File: src/pkg/rx_desc_pkg.sv
// Package for the receive descriptor handler: descriptor field layout and ring constants.
// Assumes 16-bit host memory words and descriptor entries of four words on 8-byte boundaries.
package rx_desc_pkg;
	// Avalon register offsets (byte addresses)
	localparam logic [3:0] REG_CTRL_OFS = 4'h0;
	localparam logic [3:0] REG_RING_OFS = 4'h4;
	localparam logic [3:0] REG_STAT_OFS = 4'h8;
	localparam logic [3:0] REG_LEN_OFS = 4'hc;
	// Control register fields
	localparam int CTRL_RUN_BIT = 0;
	localparam int CTRL_SW_CHAIN_BIT = 5;
	localparam int CTRL_STRIP_BIT = 6;
	localparam int CTRL_LOOP_BIT = 7;
	localparam logic [31:0] CTRL_RESET_VAL = 32'h0;
	// Word one status bits
	localparam int OWN_BIT = 15;
	localparam int ERR_BIT = 14;
	localparam int ALIGN_BIT = 13;
	localparam int FIFO_OVERRUN_FAULT_BIT = 12;
	localparam int CRC_BIT = 11;
	localparam int STARVE_BIT = 10;
	localparam int FIRST_BIT = 9;
	localparam int LAST_BIT = 8;
	// Word three reserved field
	localparam logic [3:0] WORD3_RES_VAL = 4'h0;
	localparam int RING_CODE_W = 3;
	localparam int ENTRY_BYTES = 8;
	localparam int LEN_W = 12;
	// Stripped trailer: pad removal is not tracked, checksum is four bytes
	localparam logic [11:0] FCS_BYTES = 12'h004;
	localparam logic [3:0] WORD_OFS_1 = 4'h2;
	localparam logic [3:0] WORD_OFS_2 = 4'h4;
	localparam logic [3:0] WORD_OFS_3 = 4'h6;
	typedef enum logic [2:0] {
		ST_IDLE = 3'b000,
		ST_RD1 = 3'b001,
		ST_RD0 = 3'b010,
		ST_RD2 = 3'b011,
		ST_FILL = 3'b100,
		ST_WR3 = 3'b101,
		ST_WR1 = 3'b110,
		ST_NEXT = 3'b111
	} rx_state_type;
endpackage : rx_desc_pkg

File: src/core/rx_descriptor_handler.sv
// Receive descriptor handler: walks the receive ring, fills buffers, writes status back.
// Assumes a 16-bit host memory master port with ready handshake and an Avalon-MM slave for control.
//
// What this block does
// - Neither party touches an entry after giving it up until it returns, save the starvation write-back to a host-owned entry.
// - Error summary bit 14 is OR of alignment, overrun, checksum, starvation faults.
// - Checksum fault bit 11 on bad frame check, last buffer and no overrun.
// - Starvation fault bit 10 when next entry host-owned or overrun before poll.
// - Overrun reported with starvation only when both happen together.
// - First-buffer flag bit 9 written by controller unless software chain mode.
// - Last-buffer flag bit 8 marks final buffer; both flags mean one buffer.
// - Buffer address is word zero plus word one low byte, never altered.
// - Buffers accepted at any byte alignment and any length.
// - Word two bits 11-0 hold negated buffer length, read only by controller.
// - Frame length in word three bits 11-0, unsigned, written on completion.
// - Length counts all bytes including checksum; stripping drops checksum.
// - Word three bits 15-12 are written as zeros.
// - Status byte, upper eight bits of word one, written together.
// - Three-bit size code gives one to 128 entries by doubling.
module rx_descriptor_handler
	import rx_desc_pkg::*;
#(
	parameter int IDX_W = 7
) (
	input wire logic clk_sys_i,
	input wire logic rst_n_i,
	// Avalon-MM slave
	input wire logic [3:0] avs_address_i,
	input wire logic avs_read_i,
	input wire logic avs_write_i,
	input wire logic [31:0] avs_writedata_i,
	input wire logic [3:0] avs_byteenable_i,
	output logic [31:0] avs_readdata_o,
	output logic avs_waitrequest_o,
	// Host memory master, 16-bit words
	output logic [23:0] mem_addr_o,
	output logic mem_rd_o,
	output logic mem_wr_o,
	output logic [15:0] mem_wdata_o,
	input wire logic [15:0] mem_rdata_i,
	input wire logic mem_ready_i,
	// Receive byte stream from the MAC FIFO
	input wire logic rx_valid_i,
	input wire logic [7:0] rx_data_i,
	input wire logic rx_last_i,
	input wire logic rx_crc_err_i,
	input wire logic rx_odd_bits_i,
	input wire logic rx_fifo_ovf_i,
	output logic rx_ready_o,
	// Byte write into the host buffer
	output logic [23:0] buf_addr_o,
	output logic [7:0] buf_data_o,
	output logic buf_we_o
);
	rx_state_type state_r;
	logic [31:0] ctrl_r;
	logic [23:0] ring_base_r;
	logic [RING_CODE_W-1:0] ring_code_r;
	logic [15:0] word1_r;
	logic [23:0] buf_ptr_r;
	logic [11:0] remain_r;
	logic [11:0] frame_len_r;
	logic in_frame_r;
	logic fresh_r;
	logic frame_done_r;
	logic crc_r;
	logic odd_r;
	logic ovf_r;
	logic starve_r;
	logic [IDX_W-1:0] index;
	logic advance;
	logic [23:0] entry_addr;
	logic bus_acc;
	logic [7:0] status_byte;
	logic frame_crc;
	logic frame_align;
	logic err_sum;

	// Entries are eight bytes apart from the ring base
	assign entry_addr = ring_base_r + 24'(index) * 24'(ENTRY_BYTES);
	assign advance = (state_r == ST_WR1) && mem_ready_i;

	rx_ring_index #(
		.IDX_W(IDX_W)
	) u_index (
		.clk_sys_i(clk_sys_i),
		.rst_n_i(rst_n_i),
		.clear_i(!ctrl_r[CTRL_RUN_BIT]),
		.advance_i(advance),
		.size_code_i(ring_code_r),
		.index_o(index)
	);

	// Checksum and alignment terms, valid only for the final buffer of a frame without overrun
	assign frame_crc = frame_done_r && !ovf_r && crc_r;
	assign frame_align = frame_crc && odd_r && !ctrl_r[CTRL_LOOP_BIT];
	assign err_sum = frame_align || ovf_r || frame_crc || starve_r;
	// Status byte assembled as one unit
	always_comb begin
		status_byte = 8'h00;
		status_byte[ERR_BIT-8] = err_sum;
		status_byte[ALIGN_BIT-8] = frame_align;
		status_byte[FIFO_OVERRUN_FAULT_BIT-8] = ovf_r;
		status_byte[CRC_BIT-8] = frame_crc;
		status_byte[STARVE_BIT-8] = starve_r;
		// Driver owns the first flag in software chain mode
		status_byte[FIRST_BIT-8] = ctrl_r[CTRL_SW_CHAIN_BIT] ? word1_r[FIRST_BIT] : !in_frame_r;
		status_byte[LAST_BIT-8] = frame_done_r;
		status_byte[OWN_BIT-8] = 1'b0;
	end

	// Avalon slave: one wait cycle on every access
	assign bus_acc = (avs_read_i || avs_write_i) && avs_waitrequest_o;
	always_ff @(posedge clk_sys_i or negedge rst_n_i) begin
		if (!rst_n_i) begin
			avs_waitrequest_o <= 1'b1;
		end else begin
			avs_waitrequest_o <= !((avs_read_i || avs_write_i) && avs_waitrequest_o);
		end
	end

	// Control and ring registers written by software
	always_ff @(posedge clk_sys_i or negedge rst_n_i) begin
		if (!rst_n_i) begin
			ctrl_r <= CTRL_RESET_VAL;
			ring_base_r <= 24'h000000;
			ring_code_r <= 3'h0;
		end else if (avs_write_i && bus_acc && avs_byteenable_i[0]) begin
			if (avs_address_i == REG_CTRL_OFS) begin
				ctrl_r <= {24'h000000, avs_writedata_i[7:0]};
			end else if (avs_address_i == REG_RING_OFS) begin
				ring_base_r <= avs_writedata_i[23:0];
				ring_code_r <= avs_writedata_i[30:28];
			end
		end
	end

	// Read data: control, ring setup, state and the byte count of the current or last frame
	always_ff @(posedge clk_sys_i or negedge rst_n_i) begin
		if (!rst_n_i) begin
			avs_readdata_o <= 32'h0;
		end else if (avs_read_i && bus_acc) begin
			case (avs_address_i)
				REG_CTRL_OFS: avs_readdata_o <= ctrl_r;
				REG_RING_OFS: avs_readdata_o <= {1'b0, ring_code_r, 4'h0, ring_base_r};
				REG_STAT_OFS: avs_readdata_o <= {16'h0, 1'b0, state_r, 5'h0, IDX_W'(index)};
				REG_LEN_OFS: avs_readdata_o <= {20'h0, frame_len_r};
				default: avs_readdata_o <= 32'h0;
			endcase
		end
	end

	// Descriptor walk and status write-back
	always_ff @(posedge clk_sys_i or negedge rst_n_i) begin
		if (!rst_n_i) begin
			state_r <= ST_IDLE;
			word1_r <= 16'h0;
			buf_ptr_r <= 24'h0;
			remain_r <= 12'h0;
			frame_len_r <= 12'h0;
			in_frame_r <= 1'b0;
			fresh_r <= 1'b1;
			frame_done_r <= 1'b0;
			crc_r <= 1'b0;
			odd_r <= 1'b0;
			ovf_r <= 1'b0;
			starve_r <= 1'b0;
			mem_addr_o <= 24'h0;
			mem_rd_o <= 1'b0;
			mem_wr_o <= 1'b0;
			mem_wdata_o <= 16'h0;
			rx_ready_o <= 1'b0;
			buf_addr_o <= 24'h0;
			buf_data_o <= 8'h00;
			buf_we_o <= 1'b0;
		end else begin
			buf_we_o <= 1'b0;
			if (rx_fifo_ovf_i && in_frame_r && state_r != ST_FILL) begin
				// Overrun before the next entry was polled while chaining
				starve_r <= 1'b1;
				ovf_r <= (state_r == ST_RD1);
			end
			case (state_r)
				ST_IDLE: begin
					if (ctrl_r[CTRL_RUN_BIT]) begin
						mem_addr_o <= entry_addr + 24'(WORD_OFS_1);
						mem_rd_o <= 1'b1;
						state_r <= ST_RD1;
					end
				end
				ST_RD1: begin
					if (mem_ready_i) begin
						word1_r <= mem_rdata_i;
						if (!mem_rdata_i[OWN_BIT]) begin
							// Host still owns it: keep polling, or fault a chained frame
							mem_rd_o <= 1'b0;
							if (in_frame_r) begin
								starve_r <= 1'b1;
								frame_done_r <= 1'b0;
								state_r <= ST_WR3;
							end else begin
								state_r <= ST_IDLE;
							end
						end else begin
							mem_addr_o <= entry_addr;
							state_r <= ST_RD0;
						end
					end
				end
				ST_RD0: begin
					if (mem_ready_i) begin
						// Address taken as is: any byte alignment is fine
						buf_ptr_r <= {word1_r[7:0], mem_rdata_i};
						mem_addr_o <= entry_addr + 24'(WORD_OFS_2);
						state_r <= ST_RD2;
					end
				end
				ST_RD2: begin
					if (mem_ready_i) begin
						// Negate the stored count to get the byte length
						remain_r <= 12'(-mem_rdata_i[11:0]);
						mem_rd_o <= 1'b0;
						rx_ready_o <= (mem_rdata_i[11:0] != 12'h000);
						state_r <= ST_FILL;
					end
				end
				ST_FILL: begin
					if (rx_fifo_ovf_i) begin
						ovf_r <= 1'b1;
						rx_ready_o <= 1'b0;
						frame_done_r <= 1'b0;
						state_r <= ST_WR3;
					end else if (remain_r == 12'h000) begin
						rx_ready_o <= 1'b0;
						frame_done_r <= 1'b0;
						state_r <= ST_WR3;
					end else if (rx_valid_i && rx_ready_o) begin
						buf_addr_o <= buf_ptr_r;
						buf_data_o <= rx_data_i;
						buf_we_o <= 1'b1;
						buf_ptr_r <= buf_ptr_r + 24'h000001;
						remain_r <= remain_r - 12'h001;
						// Count restarts on the first byte of a frame, across all its buffers
						frame_len_r <= fresh_r ? 12'h001 : frame_len_r + 12'h001;
						fresh_r <= 1'b0;
						if (remain_r == 12'h001 || rx_last_i) begin
							rx_ready_o <= 1'b0;
						end
						if (rx_last_i) begin
							frame_done_r <= 1'b1;
							crc_r <= rx_crc_err_i;
							odd_r <= rx_odd_bits_i;
							state_r <= ST_WR3;
						end
					end
				end
				ST_WR3: begin
					// Length first with zero reserved bits; strip drops the checksum
					mem_addr_o <= entry_addr + 24'(WORD_OFS_3);
					mem_wdata_o <= {WORD3_RES_VAL, (frame_done_r && ctrl_r[CTRL_STRIP_BIT]) ?
						frame_len_r - FCS_BYTES : frame_len_r};
					mem_wr_o <= !mem_wr_o || !mem_ready_i;
					if (mem_wr_o && mem_ready_i) begin
						mem_wr_o <= 1'b0;
						state_r <= ST_WR1;
					end
				end
				ST_WR1: begin
					// Status byte and release go last, address byte kept as read
					mem_addr_o <= entry_addr + 24'(WORD_OFS_1);
					mem_wdata_o <= {status_byte, word1_r[7:0]};
					mem_wr_o <= 1'b1;
					if (mem_wr_o && mem_ready_i) begin
						mem_wr_o <= 1'b0;
						state_r <= ST_NEXT;
					end
				end
				ST_NEXT: begin
					// Frame continues into the next buffer unless it ended or faulted
					in_frame_r <= !frame_done_r && !starve_r && !ovf_r;
					if (frame_done_r || starve_r || ovf_r) begin
						fresh_r <= 1'b1;
						frame_done_r <= 1'b0;
						crc_r <= 1'b0;
						odd_r <= 1'b0;
						ovf_r <= 1'b0;
						starve_r <= 1'b0;
					end
					state_r <= ST_IDLE;
				end
				default: state_r <= ST_IDLE;
			endcase
		end
	end
endmodule : rx_descriptor_handler

File: src/core/rx_ring_index.sv
// Ring index counter with power-of-two wrap from a three-bit size code.
// Assumes the size code is steady while the ring is running.
module rx_ring_index
	import rx_desc_pkg::*;
#(
	parameter int IDX_W = 7
) (
	input wire logic clk_sys_i,
	input wire logic rst_n_i,
	input wire logic clear_i,
	input wire logic advance_i,
	input wire logic [RING_CODE_W-1:0] size_code_i,
	output logic [IDX_W-1:0] index_o
);
	logic [IDX_W-1:0] mask;

	// Entry count is one shifted by the code, so last index is count minus one
	assign mask = IDX_W'((1 << size_code_i) - 1);

	// Advance and wrap to the first entry after the last
	always_ff @(posedge clk_sys_i or negedge rst_n_i) begin
		if (!rst_n_i) begin
			index_o <= '0;
		end else if (clear_i) begin
			index_o <= '0;
		end else if (advance_i) begin
			index_o <= (index_o + IDX_W'(1)) & mask;
		end
	end
endmodule : rx_ring_index

File: config.mk
export PLATFORM = sky130hd
export DESIGN_NAME = rx_descriptor_handler
export DESIGN_NICKNAME = d
export VERILOG_FILES = /design/src/pkg/rx_desc_pkg.sv /design/src/core/rx_descriptor_handler.sv /design/src/core/rx_ring_index.sv
export SDC_FILE = /design/constraint.sdc
export NUM_CORES = 1
export LEC_CHECK = 0
export BUFFER_PORTS_ARGS = -buffer_cell sky130_fd_sc_hd__buf_2
export CAP_MARGIN = 10
export CORE_ASPECT_RATIO = 2
export CORE_MARGIN = 1
export CORE_UTILIZATION = 53
export CTS_BUF_LIST = sky130_fd_sc_hd__clkbuf_8
export CTS_CLUSTER_SIZE = 20
export DETAILED_ROUTE_END_ITERATION = 10
export PLACE_DENSITY = 0.78
export SLEW_MARGIN = 20
export SYNTH_ARGS = -nofsm -noshare
export SYNTH_HDL_FRONTEND = slang
export SYNTH_SLANG_ARGS = --single-unit
File: constraint.sdc
create_clock -name clk_sys_i -period 2.9 [get_ports clk_sys_i]
set_input_delay 0.29 -clock clk_sys_i [delete_from_list [all_inputs] [get_ports clk_sys_i]]
set_output_delay 0.29 -clock clk_sys_i [all_outputs]
set_load 0.01 [all_outputs]
# ---- Word-level counts from Yosys, hierarchy flattened
# Cells that the tools add are included.
dict set report op_classes {
  addsub 11
  eq_ne 30
  n_shift 1
  n_mux 87
  bitwise 4
  reduce_logical 56
}
# cell count
set op_table {}
lappend op_table {{$mux 24} 8}
lappend op_table {{$pmux 31 s4} 1}
lappend op_table {{$pmux 24 s5} 1}
lappend op_table {{$mux 12} 6}
lappend op_table {{$add 24x3->24 const B} 2}
lappend op_table {{$pmux 24 s2} 1}
lappend op_table {{$mux 1} 44}
lappend op_table {{$mux 3} 12}
lappend op_table {{$pmux 16 s2} 1}
lappend op_table {{$ne 2x2->1 const B} 13}
lappend op_table {{$reduce_and 5->1} 5}
lappend op_table {{$add 24x1->24 const B} 1}
lappend op_table {{$add 24x10->24} 1}
lappend op_table {{$add 24x2->24 const B} 1}
lappend op_table {{$pmux 12 s2} 1}
lappend op_table {{$pmux 3 s8} 1}
lappend op_table {{$logic_and 1x1->1} 16}
lappend op_table {{$mux 7} 2}
lappend op_table {{$pmux 1 s2} 7}
lappend op_table {{$add 12x1->12 const B} 1}
lappend op_table {{$eq 12x1->1 const B} 1}
lappend op_table {{$eq 3x3->1 const B} 4}
lappend op_table {{$logic_not 12->1} 1}
lappend op_table {{$ne 4x4->1 const B} 3}
lappend op_table {{other kinds (29)} 55}
dict set report totals {
  register_bits 219
  out_inout_bits 109
  wordCells 215
}

# ---- Longest topological paths before layout
# Gate-level depths: netlist of the first run.
dict set report depth {
  ltp_word 9
  ltp_mapped 13
  mapped_depth_nobuf 12
}

# ---- Cells and area by module
# From an unflattened synthesis of the first run, not the netlist that was laid out.
dict set report unflattened {
  cells_unflattened 1179
  hier_area_um2 11542.3
}
# module instances cells_each area_per_inst_um2
set modules_own_cells {}
lappend modules_own_cells {rx_descriptor_handler 1 1124 11033.1}
lappend modules_own_cells {rx_ring_index 1 55 509.2}

# ---- Worst setup path after synthesis of the first run
# No wires, ideal clock.
dict set report synth_path {
  path_type {reg2reg}
  start {register u_index.index_o[0]}
  end {register mem_addr_o[23]}
  setup_ns 0.104
  arrival_ns 2.918
  t_required_ns 2.796
  path_slack_ns -0.122
  path_stages_with_launch 14
  n_path_buf 1
  synth_period_minus_slack_ns 3.022
  cell_sequence {dfrtp_1 > ha_1 > inv_1 > fa_1 > and2b_1 > o21ai_2 > a21o_1 > buf_4 > nor3_2 > xor2_2 > nand2_1 > nor4_1 > xor2_1 > a221oi_1}
}
dict set report synth_between {
  elab_chain_cells 4
  word_cells_on_any_way 9
}
# item line
set synth_lines {}
lappend synth_lines {{start, declared} rx_ring_index.sv:13} ;# output logic [IDX_W-1:0] index_o
lappend synth_lines {{start signal, assigned} rx_ring_index.sv:27} ;# index_o <= (index_o + IDX_W'(1)) & mask;
lappend synth_lines {{$add 24x10->24 (*)} rx_descriptor_handler.sv:80} ;# assign entry_addr = ring_base_r + 24'(index) * 24'(ENTRY_BYTES);
lappend synth_lines {{$add 24x3->24, or another cell as far along} rx_descriptor_handler.sv:214} ;# mem_addr_o <= entry_addr + 24'(WORD_OFS_2);
lappend synth_lines {{$mux 24 (on tied branches)} {rx_descriptor_handler.sv:211, rx_descriptor_handler.sv:185, rx_descriptor_handler.sv:192}}
lappend synth_lines {{$pmux 24 s5 (*)} rx_descriptor_handler.sv:183} ;# case (state_r)
lappend synth_lines {{end signal, assigned} rx_descriptor_handler.sv:186} ;# mem_addr_o <= entry_addr + 24'(WORD_OFS_1);
lappend synth_lines {{end signal, assigned} rx_descriptor_handler.sv:205} ;# mem_addr_o <= entry_addr;
lappend synth_lines {{end signal, assigned} rx_descriptor_handler.sv:214}
lappend synth_lines {{end, declared} rx_descriptor_handler.sv:36} ;# output logic [23:0] mem_addr_o,
# Mark *: on every way between the ends. The rest lies on a longest branch, timed or not. The select of a mux whose other input is x is not followed.
# A chain may end at the register's enable or synchronous reset.

# ---- Worst setup path in the final report of the first run
dict set report layout_path {
  start {register u_index.index_o[0]}
  end {register mem_addr_o[12]}
}
# The elaborated chain is that of the path after synthesis.

==> results.py, run 1 <==
metrics = {
    "sta": {
        "rsz0062_at_grt": "yes",
        "drv_slew": 0,
        "relSlewSlack": 0.467,
        "fin_ws_ns": -0.208,
        "setup_viol": 9,
        "worst_slew_pin_slew_ns": 0.779,
        "fin_crit_ns": 3.11,
        "max_clock_freq_ghz": 0.322,
        "hold_viol_final": 0,
        "holdWs_ns": 0.0470,
        "finClkSkew_ns": 0.0274,
        "fin_crit_sh": 1.07,
        "tns_ns": -1.01,
    },
    "global_route": {
        "grt_pass1_vias": 11400,
        "grt_pass1_wl_um": 58000,
        "grt_util_all_layers": 0.335,
        "grt_max_degree": 79,
        "overflow": 0,
        "antenna_found_initial": 1,
    },
    "synth": {
        "netlist_instances": 1278,
        "yosysSeqAreaShare": 0.456,
        "syn_avg_cell_area_um2": 9.10,
        "synth_ff_type": "dfrtp_1",
        "synth_warnings": 0,
        "ys_ff_latch": 212,
        "synth_edf_count": 0,
        "syn_area_um2": 11600,
        "synthArstFlopShare": 1.00,
        "synth_cell_types": 81,
    },
    "layout": {
        "drive_gt1_frac": 0.287,
        "final_area_um2": 15000,
        "nets": 1671,
        "antenna_cells": 0,
        "area_growth_pct": 28.7,
        "fin_util": 0.696,
        "num-fill-cells": 1703,
    },
    "setup_path": {
        "end_kind": "flip-flop",
        "crit_start": "u_index.index_o[0]$_DFFE_PN0P_",
        "crit_fanout": 4,
        "reg2reg_to": "mem_addr_o[12]$_DFFE_PN0P_",
        "worstReg2RegStart": "u_index.index_o[0]$_DFFE_PN0P_",
        "reg2regPathDepth": 16,
        "critPathKind": "flip-flop to flip-flop",
        "r2r_slack_ns": -0.21,
        "crit_arrival_ns": 3.57,
        "start_kind": "flip-flop",
        "crit_required_ns": 3.37,
    },
    "detailed_routing": {
        "met3_length_um": 2250,
        "drcViolationCount": 0,
        "wirelength_um": 37200,
        "wire_per_inst_um": 19.8,
        "drtPass1Iterations": 5,
        "top_layer_used": "met4",
        "wl_met2_um": 19800,
        "drt_iter0_drc": 715,
        "drtAntennaViolNets": 0,
        "wl_met1_um": 12100,
        "via_count": 11200,
        "via_per_inst": 5.95,
    },
    "die": {
        "fp.dieArea_um2": 22600,
        "die_x_um": 107,
        "start_util": 0.541,
        "ios": 183,
        "core_um2": 21500,
        "rows": 76,
        "dieHeight_um": 211,
    },
    "outcome": {
        "violations": "negative setup slack",
        "status": "finished, violations left",
    },
    "cts": {
        "clk_latency_ns": 0.62,
        "cts_buffer_depth": 3,
        "clock-root-buffer": "clkbuf_8",
        "clk_pin_slew_ns": 0.07,
        "htree_levels": 1,
        "cts_tree": "done",
        "cts.sinks": 212,
        "cts_made_buffers": 31,
    },
    "min_path": {
        "holdPathEnd": "buf_ptr_r[8]$_DFFE_PN0P_",
        "holdCritPathClass": "input port to flip-flop",
        "holdPathStages": 3,
        "worstHoldStart": "mem_rdata_i[8]",
    },
    "placement": {
        "place.gp.congestion": 0.982,
        "hpwl_um": 27500,
        "io_buffers": 168,
        "placed_area_um2": 13400,
    },
    "job": {
        "cap_violations": 0,
    },
    "power_and_ir_drop": {
        "p_leak_nw": 7.11,
        "vdd.ir_drop.worst_mv": 0.578,
        "p_per_area_nw_per_um2": 788,
    },
}
-- per-layer routing --
layer | GRT usage | vias up
met3 | 0.0616 | 163
met2 | 0.619 | 469
met1 | 0.323 | 5378
li1 | - | 5144
met5 | 0 | -
met4 | 0.249 | 0
-- repair_timing --
action / in CTS / in global routing
resized for setup: 24 / 42
hold endpoints to repair: 127 / 0
setup buffers: 3 / 3
pin swaps: 19 / 21
hold buffers: 48 / 0
setup endpoints to repair: 14 / 66
-- sequential cells by signal (all words and copies together) (netlist names), 3 cells and up --
signal,count
mem_addr_o,24
word1_r,9
ring_code_r,3
remain_r,12
u_index.index_o,7
state_r,3
mem_wdata_o,15
avs_readdata_o,27
buf_data_o,8
ring_base_r,24
buf_ptr_r,24
ctrl_r,8
frame_len_r,12
buf_addr_o,24
-- cells in the final DEF, fill, tap and decap left out, drive strengths merged, types with 4 or more instances in the layout --
master / instances
a211oi: 11
a21o: 10
a21oi: 86
a221oi: 8
a22o: 20
a22oi: 14
a31oi: 12
and2: 6
and3: 20
buf: 282
clkbuf: 39
clkinv: 9
conb: 6
dfrtp: 210
dlygate4sd3: 48
ha: 18
inv: 35
mux2: 46
mux2i: 5
mux4: 7
nand2: 204
nand2b: 7
nand3: 41
nand3b: 5
nand4: 11
nor2: 119
nor2b: 10
nor3: 30
nor3b: 6
nor4: 13
o211ai: 4
o21ai: 113
o22ai: 13
or3: 15
xnor2: 34
xor2: 25
-- Yosys cell counts (10+ instances only) --
master | count | area [um^2]
a22oi_1 | 14 | 105
nor4_1 | 12 | 75.1
nand4_1 | 10 | 62.6
a211oi_1 | 11 | 82.6
inv_1 | 25 | 93.8
clkbuf_1 | 51 | 191
mux2_2 | 46 | 518
o21ai_0 | 108 | 541
ha_1 | 18 | 225
o22ai_1 | 13 | 81.3
a21o_1 | 10 | 75.1
dfrtp_1 | 210 | 5260
nor2_1 | 119 | 447
and3_1 | 20 | 125
or3_1 | 15 | 93.8
a22o_1 | 20 | 175
a21oi_1 | 84 | 420
nand3_1 | 40 | 200
xnor2_1 | 34 | 298
nor3_1 | 28 | 140
nor2b_1 | 10 | 62.6
buf_4 | 10 | 75.1
xor2_1 | 23 | 201
nand2_1 | 204 | 766
a31oi_1 | 12 | 75.1
-- power breakdown --
group	total (mW)	leakage [nW]	internal (mW)	switching [mW]
clock network	2.62	0.389	1.40	1.22
registers	4.72	2.75	3.84	0.882
logic	4.46	3.97	1.81	2.65
total	11.8	7.11	7.05	4.74
-- logic make-up after synthesis --
family	Yosys count	synth area share
xor gates and xnor gates	59	0.0457
DFF	212	0.456
and+or+nand+nor	504	0.202
buffers and inverters	97	0.0349
adders and majority gates	20	0.0228
AOI/OAI and AO/OA	327	0.176
muxes	58	0.0624
other	1	0.000322
-- critical path, stage by stage, from the launching register on --
cell and delay (ns):
dfrtp_1 0.42, ha_4 0.18, inv_2 0.05, fa_2 0.20
and2b_1 0.20, buf_4 0.14, o21a_1 0.20, or3_4 0.35
and2_4 0.15, buf_4 0.14, and4_4 0.19, buf_4 0.13
buf_4 0.14, a21o_1 0.17, a21oi_1 0.12, a21o_1 0.10
a31oi_1 0.07
-- worst max path at each step --
stage                                 end  slack, ns  depth (start not counted)
2_1_floorplan  mem_addr_o[23]$_DFFE_PN0P_      -0.05                         12
3_3_place_gp   mem_addr_o[23]$_DFFE_PN0P_      -0.11                         12
3_5_place_dp   mem_addr_o[23]$_DFFE_PN0P_      -0.21                         13
4_1_cts        mem_addr_o[17]$_DFFE_PN0P_      -0.12                         12
5_1_grt        mem_addr_o[22]$_DFFE_PN0P_      -0.30                         15
6_report       mem_addr_o[12]$_DFFE_PN0P_      -0.21                         16
-- final cells by class --
cell class / count / area, um^2 / share of cell area
inverter: 28 / 109 / 0.00727
clock buffer: 39 / 537 / 0.0359
sequential: 212 / 5310 / 0.355
multi-input combinational: 974 / 6280 / 0.420
clock inverter: 19 / 145 / 0.00970
timing repair buffer: 330 / 2240 / 0.150
tap: 273 / 342 / 0.0228
-- through the flow --
step / setup WS, ns / instances / total power, mW
2_1_floorplan: -0.0500 / 1283 / 7.18
3_3_place_gp: -0.106 / 1763 / 8.85
3_5_place_dp: -0.208 / 1763 / 8.99
4_1_cts: -0.120 / 1872 / 11.7
5_1_grt: -0.302 / 1875 / 12.5
6_report: -0.208 / 1875 / 11.8
Power figures use the tool's default switching activity.
==> inputs of run 2 (changes only) <==
--- a/config.mk
+++ b/config.mk
@@ -14,6 +14,7 @@
 export CTS_CLUSTER_SIZE = 20
 export DETAILED_ROUTE_END_ITERATION = 10
 export PLACE_DENSITY = 0.78
+export SETUP_SLACK_MARGIN = 0.05
 export SLEW_MARGIN = 20
 export SYNTH_ARGS = -nofsm -noshare
 export SYNTH_HDL_FRONTEND = slang
==> constraint.sdc (replaced) <==
create_clock -name clk_sys_i -period 2.9 [get_ports clk_sys_i]
set_input_delay 0.725 -clock clk_sys_i [delete_from_list [all_inputs] [get_ports clk_sys_i]]
set_output_delay 0.725 -clock clk_sys_i [all_outputs]
set_load 0.01 [all_outputs]
==> run 2 against run 1 <==
  * The flow still finishes with violations (negative setup slack)
  * Via count down 0.28%
  * Power down 2.2%
  * First-iteration DRC count up 10%
  * Utilization down 1.9 points
  * Final area down 2.7%
  * Critical path depth down 4
  * Combinational power about the same
  * Final cell count down 1.9%
  * Global-route usage up 0.24 points
  * Clock power down 11%
  * Worst setup slack better by 0.028 ns
  * Die area unchanged
  * Critical endpoint is now mem_addr_o[21]$_DFFE_PN0P_
==> results.py, run 2 (synthesis results as in run 1) <==
metrics = {
    "global_route": {
        "antenna_found_initial": 2,
        "grt_util_all_layers": 0.338,
        "grt_max_degree": 65,
        "overflow": 0,
        "grt_pass1_vias": 11400,
        "grt_pass1_wl_um": 58300,
    },
    "setup_path": {
        "crit_required_ns": 3.39,
        "cpPeakStageDelay_ns": 0.50,
        "start_kind": "flip-flop",
        "crit_start": "ring_base_r[3]$_DFFE_PN0P_",
        "reg2regPathDepth": 12,
        "end_kind": "flip-flop",
        "slowest_stage": "or4b_4",
        "crit_fanout": 4,
        "critPathKind": "flip-flop to flip-flop",
        "worstReg2RegStart": "ring_base_r[3]$_DFFE_PN0P_",
        "crit_arrival_ns": 3.57,
        "cp_cell_sequence": "ha_4, inv_2, fa_2, and2b_1, o21ai_2, a21o_4, or4b_4, o221ai_4, nand3b_1, nor3_2, xnor2_1, a221oi_2",
    },
    "layout": {
        "num-fill-cells": 1740,
        "area_growth_pct": 25.2,
        "most-common-layout-cells": "dfrtp_1, nand2_1, buf_2",
        "nets": 1636,
        "regMostFlops": "avs_readdata_o",
        "final_common_cell": "dfrtp_1",
        "largest_reg_flops": 27,
        "antenna_cells": 0,
        "final_area_um2": 14600,
        "drive_gt1_frac": 0.300,
        "fin_util": 0.677,
    },
    "detailed_routing": {
        "drt_iter0_drc": 790,
        "via_count": 11100,
        "via_per_inst": 6.05,
        "drcViolationCount": 0,
        "drtPass1Iterations": 6,
        "drtAntennaViolNets": 0,
        "wire_per_inst_um": 20.5,
        "wirelength_um": 37700,
    },
    "cts": {
        "cts_made_buffers": 30,
        "clk_latency_ns": 0.61,
        "htree_levels": 1,
        "postCtsHoldBufs": 0,
        "clk_pin_slew_ns": 0.07,
        "clock-root-buffer": "clkbuf_8",
        "cts.sinks": 212,
        "cts_tree": "done",
        "cts_buffer_depth": 3,
    },
    "job": {
        "cap_violations": 0,
    },
    "die": {
        "fp.dieArea_um2": 22600,
        "core_um2": 21500,
        "dieHeight_um": 211,
        "die_x_um": 107,
        "ios": 183,
        "rows": 76,
        "start_util": 0.541,
    },
    "placement": {
        "placed_area_um2": 13500,
        "io_buffers": 168,
        "place_ws_ns": -0.233,
        "hpwl_um": 28100,
        "place.gp.congestion": 0.978,
    },
    "sta": {
        "worst_slew_pin_slew_ns": 0.979,
        "setup_viol": 11,
        "tns_ns": -0.938,
        "finClkSkew_ns": 0.0321,
        "hold_viol_final": 0,
        "rsz0062_at_grt": "yes",
        "relSlewSlack": 0.341,
        "drv_slew": 0,
        "fin_crit_sh": 1.06,
        "max_clock_freq_ghz": 0.325,
        "fin_crit_ns": 3.08,
        "fin_ws_ns": -0.180,
    },
    "power_and_ir_drop": {
        "vdd.ir_drop.worst_mv": 0.610,
        "cell_internal_pwr_mw": 6.78,
        "clkPwrFrac": 0.203,
        "p_per_area_nw_per_um2": 792,
        "p_sw_frac": 0.412,
        "combPwrFrac": 0.389,
        "switchingPower_mw": 4.75,
        "p_leak_nw": 7.00,
        "pwr-share-seq": 0.408,
    },
    "outcome": {
        "violations": "negative setup slack",
        "status": "finished, violations left",
    },
    "min_path": {
        "holdCritPathClass": "input port to async pin",
    },
}
-- run 2: cell types whose count changed in the layout (fill, tap and decap cells not counted), sizes merged --
| cell | previous run | this run |
|---|---|---|
| bufinv | 2 | 0 |
| clkbuf | 39 | 36 |
| dlygate4sd3 | 48 | 0 |
| inv | 35 | 40 |
| buf | 282 | 296 |
| clkinv | 9 | 7 |
-- run 2: layout make-up --
type,instances,area (um^2),share of cell area
inverters,28,105,0.00722
clock inverters,20,91.3,0.00627
repair buffers,296,1880,0.129
clock buffers,36,495,0.0340
multi-input cells,974,6340,0.435
well taps,273,342,0.0235
flip-flops and latches,212,5310,0.365
-- run 2: layer usage --
| metal | global-route usage | routed length [um] | vias up |
|---|---|---|---|
| li1 | - | - | 5061 |
| met1 | 0.328 | 12200 | 5373 |
| met2 | 0.609 | 19700 | 486 |
| met3 | 0.0514 | 2170 | 201 |
| met4 | 0.292 | 3590 | 2 |
| met5 | 0 | 12 | - |
-- run 2: worst paths after layout --
kind	slack, ns	to
worst max-delay path	-0.18	mem_addr_o[21]$_DFFE_PN0P_
worst min-delay path	0.02	avs_readdata_o[23]$_DFFE_PN0P_
worst max register to register	-0.18	mem_addr_o[21]$_DFFE_PN0P_
worst min register to register	0.47	mem_addr_o[0]$_DFFE_PN0P_
max in group asynchronous	2.08	avs_waitrequest_o$_DFF_PN1_
min in group clk_sys_i	0.31	avs_waitrequest_o$_DFF_PN1_
-- run 2: critical path: cells and delay by family (launching register included) --
family,cells,cell delay (ns)
AND/OR/NAND/NOR,4,1.18
AO/OA/AOI/OAI,4,0.71
adder cells (fa/ha/maj),2,0.49
flip-flops,1,0.41
XOR/XNOR,1,0.13
buffers and inverters,1,0.04
-- run 2: what timing repair did --
action	CTS	global route
resized for setup	36	32
pin swaps	21	17
buffers inserted	11	5
endpoints found under the setup margin	13	46
-- run 2: power groups by stage --
| stage | registers [mW] | clock network [mW] | logic (mW) |
|---|---|---|---|
| floorplan | 4.63 | 0 | 2.56 |
| global placement | 4.68 | 0 | 4.19 |
| detailed placement | 4.71 | 0 | 4.32 |
| CTS | 4.67 | 2.37 | 4.39 |
| global route | 4.79 | 2.47 | 4.97 |
| finish | 4.71 | 2.34 | 4.49 |
-- run 2: stage by stage --
step / power (mW) / cells / hold WS, ns
after global routing: 12.2 / 1839 / 0.0343
after global placement: 8.87 / 1767 / 0.450
final: 11.5 / 1839 / 0.0240
after CTS: 11.4 / 1834 / 0.0242
after floorplan: 7.18 / 1283 / 0.429
after detailed placement: 9.03 / 1767 / 0.457
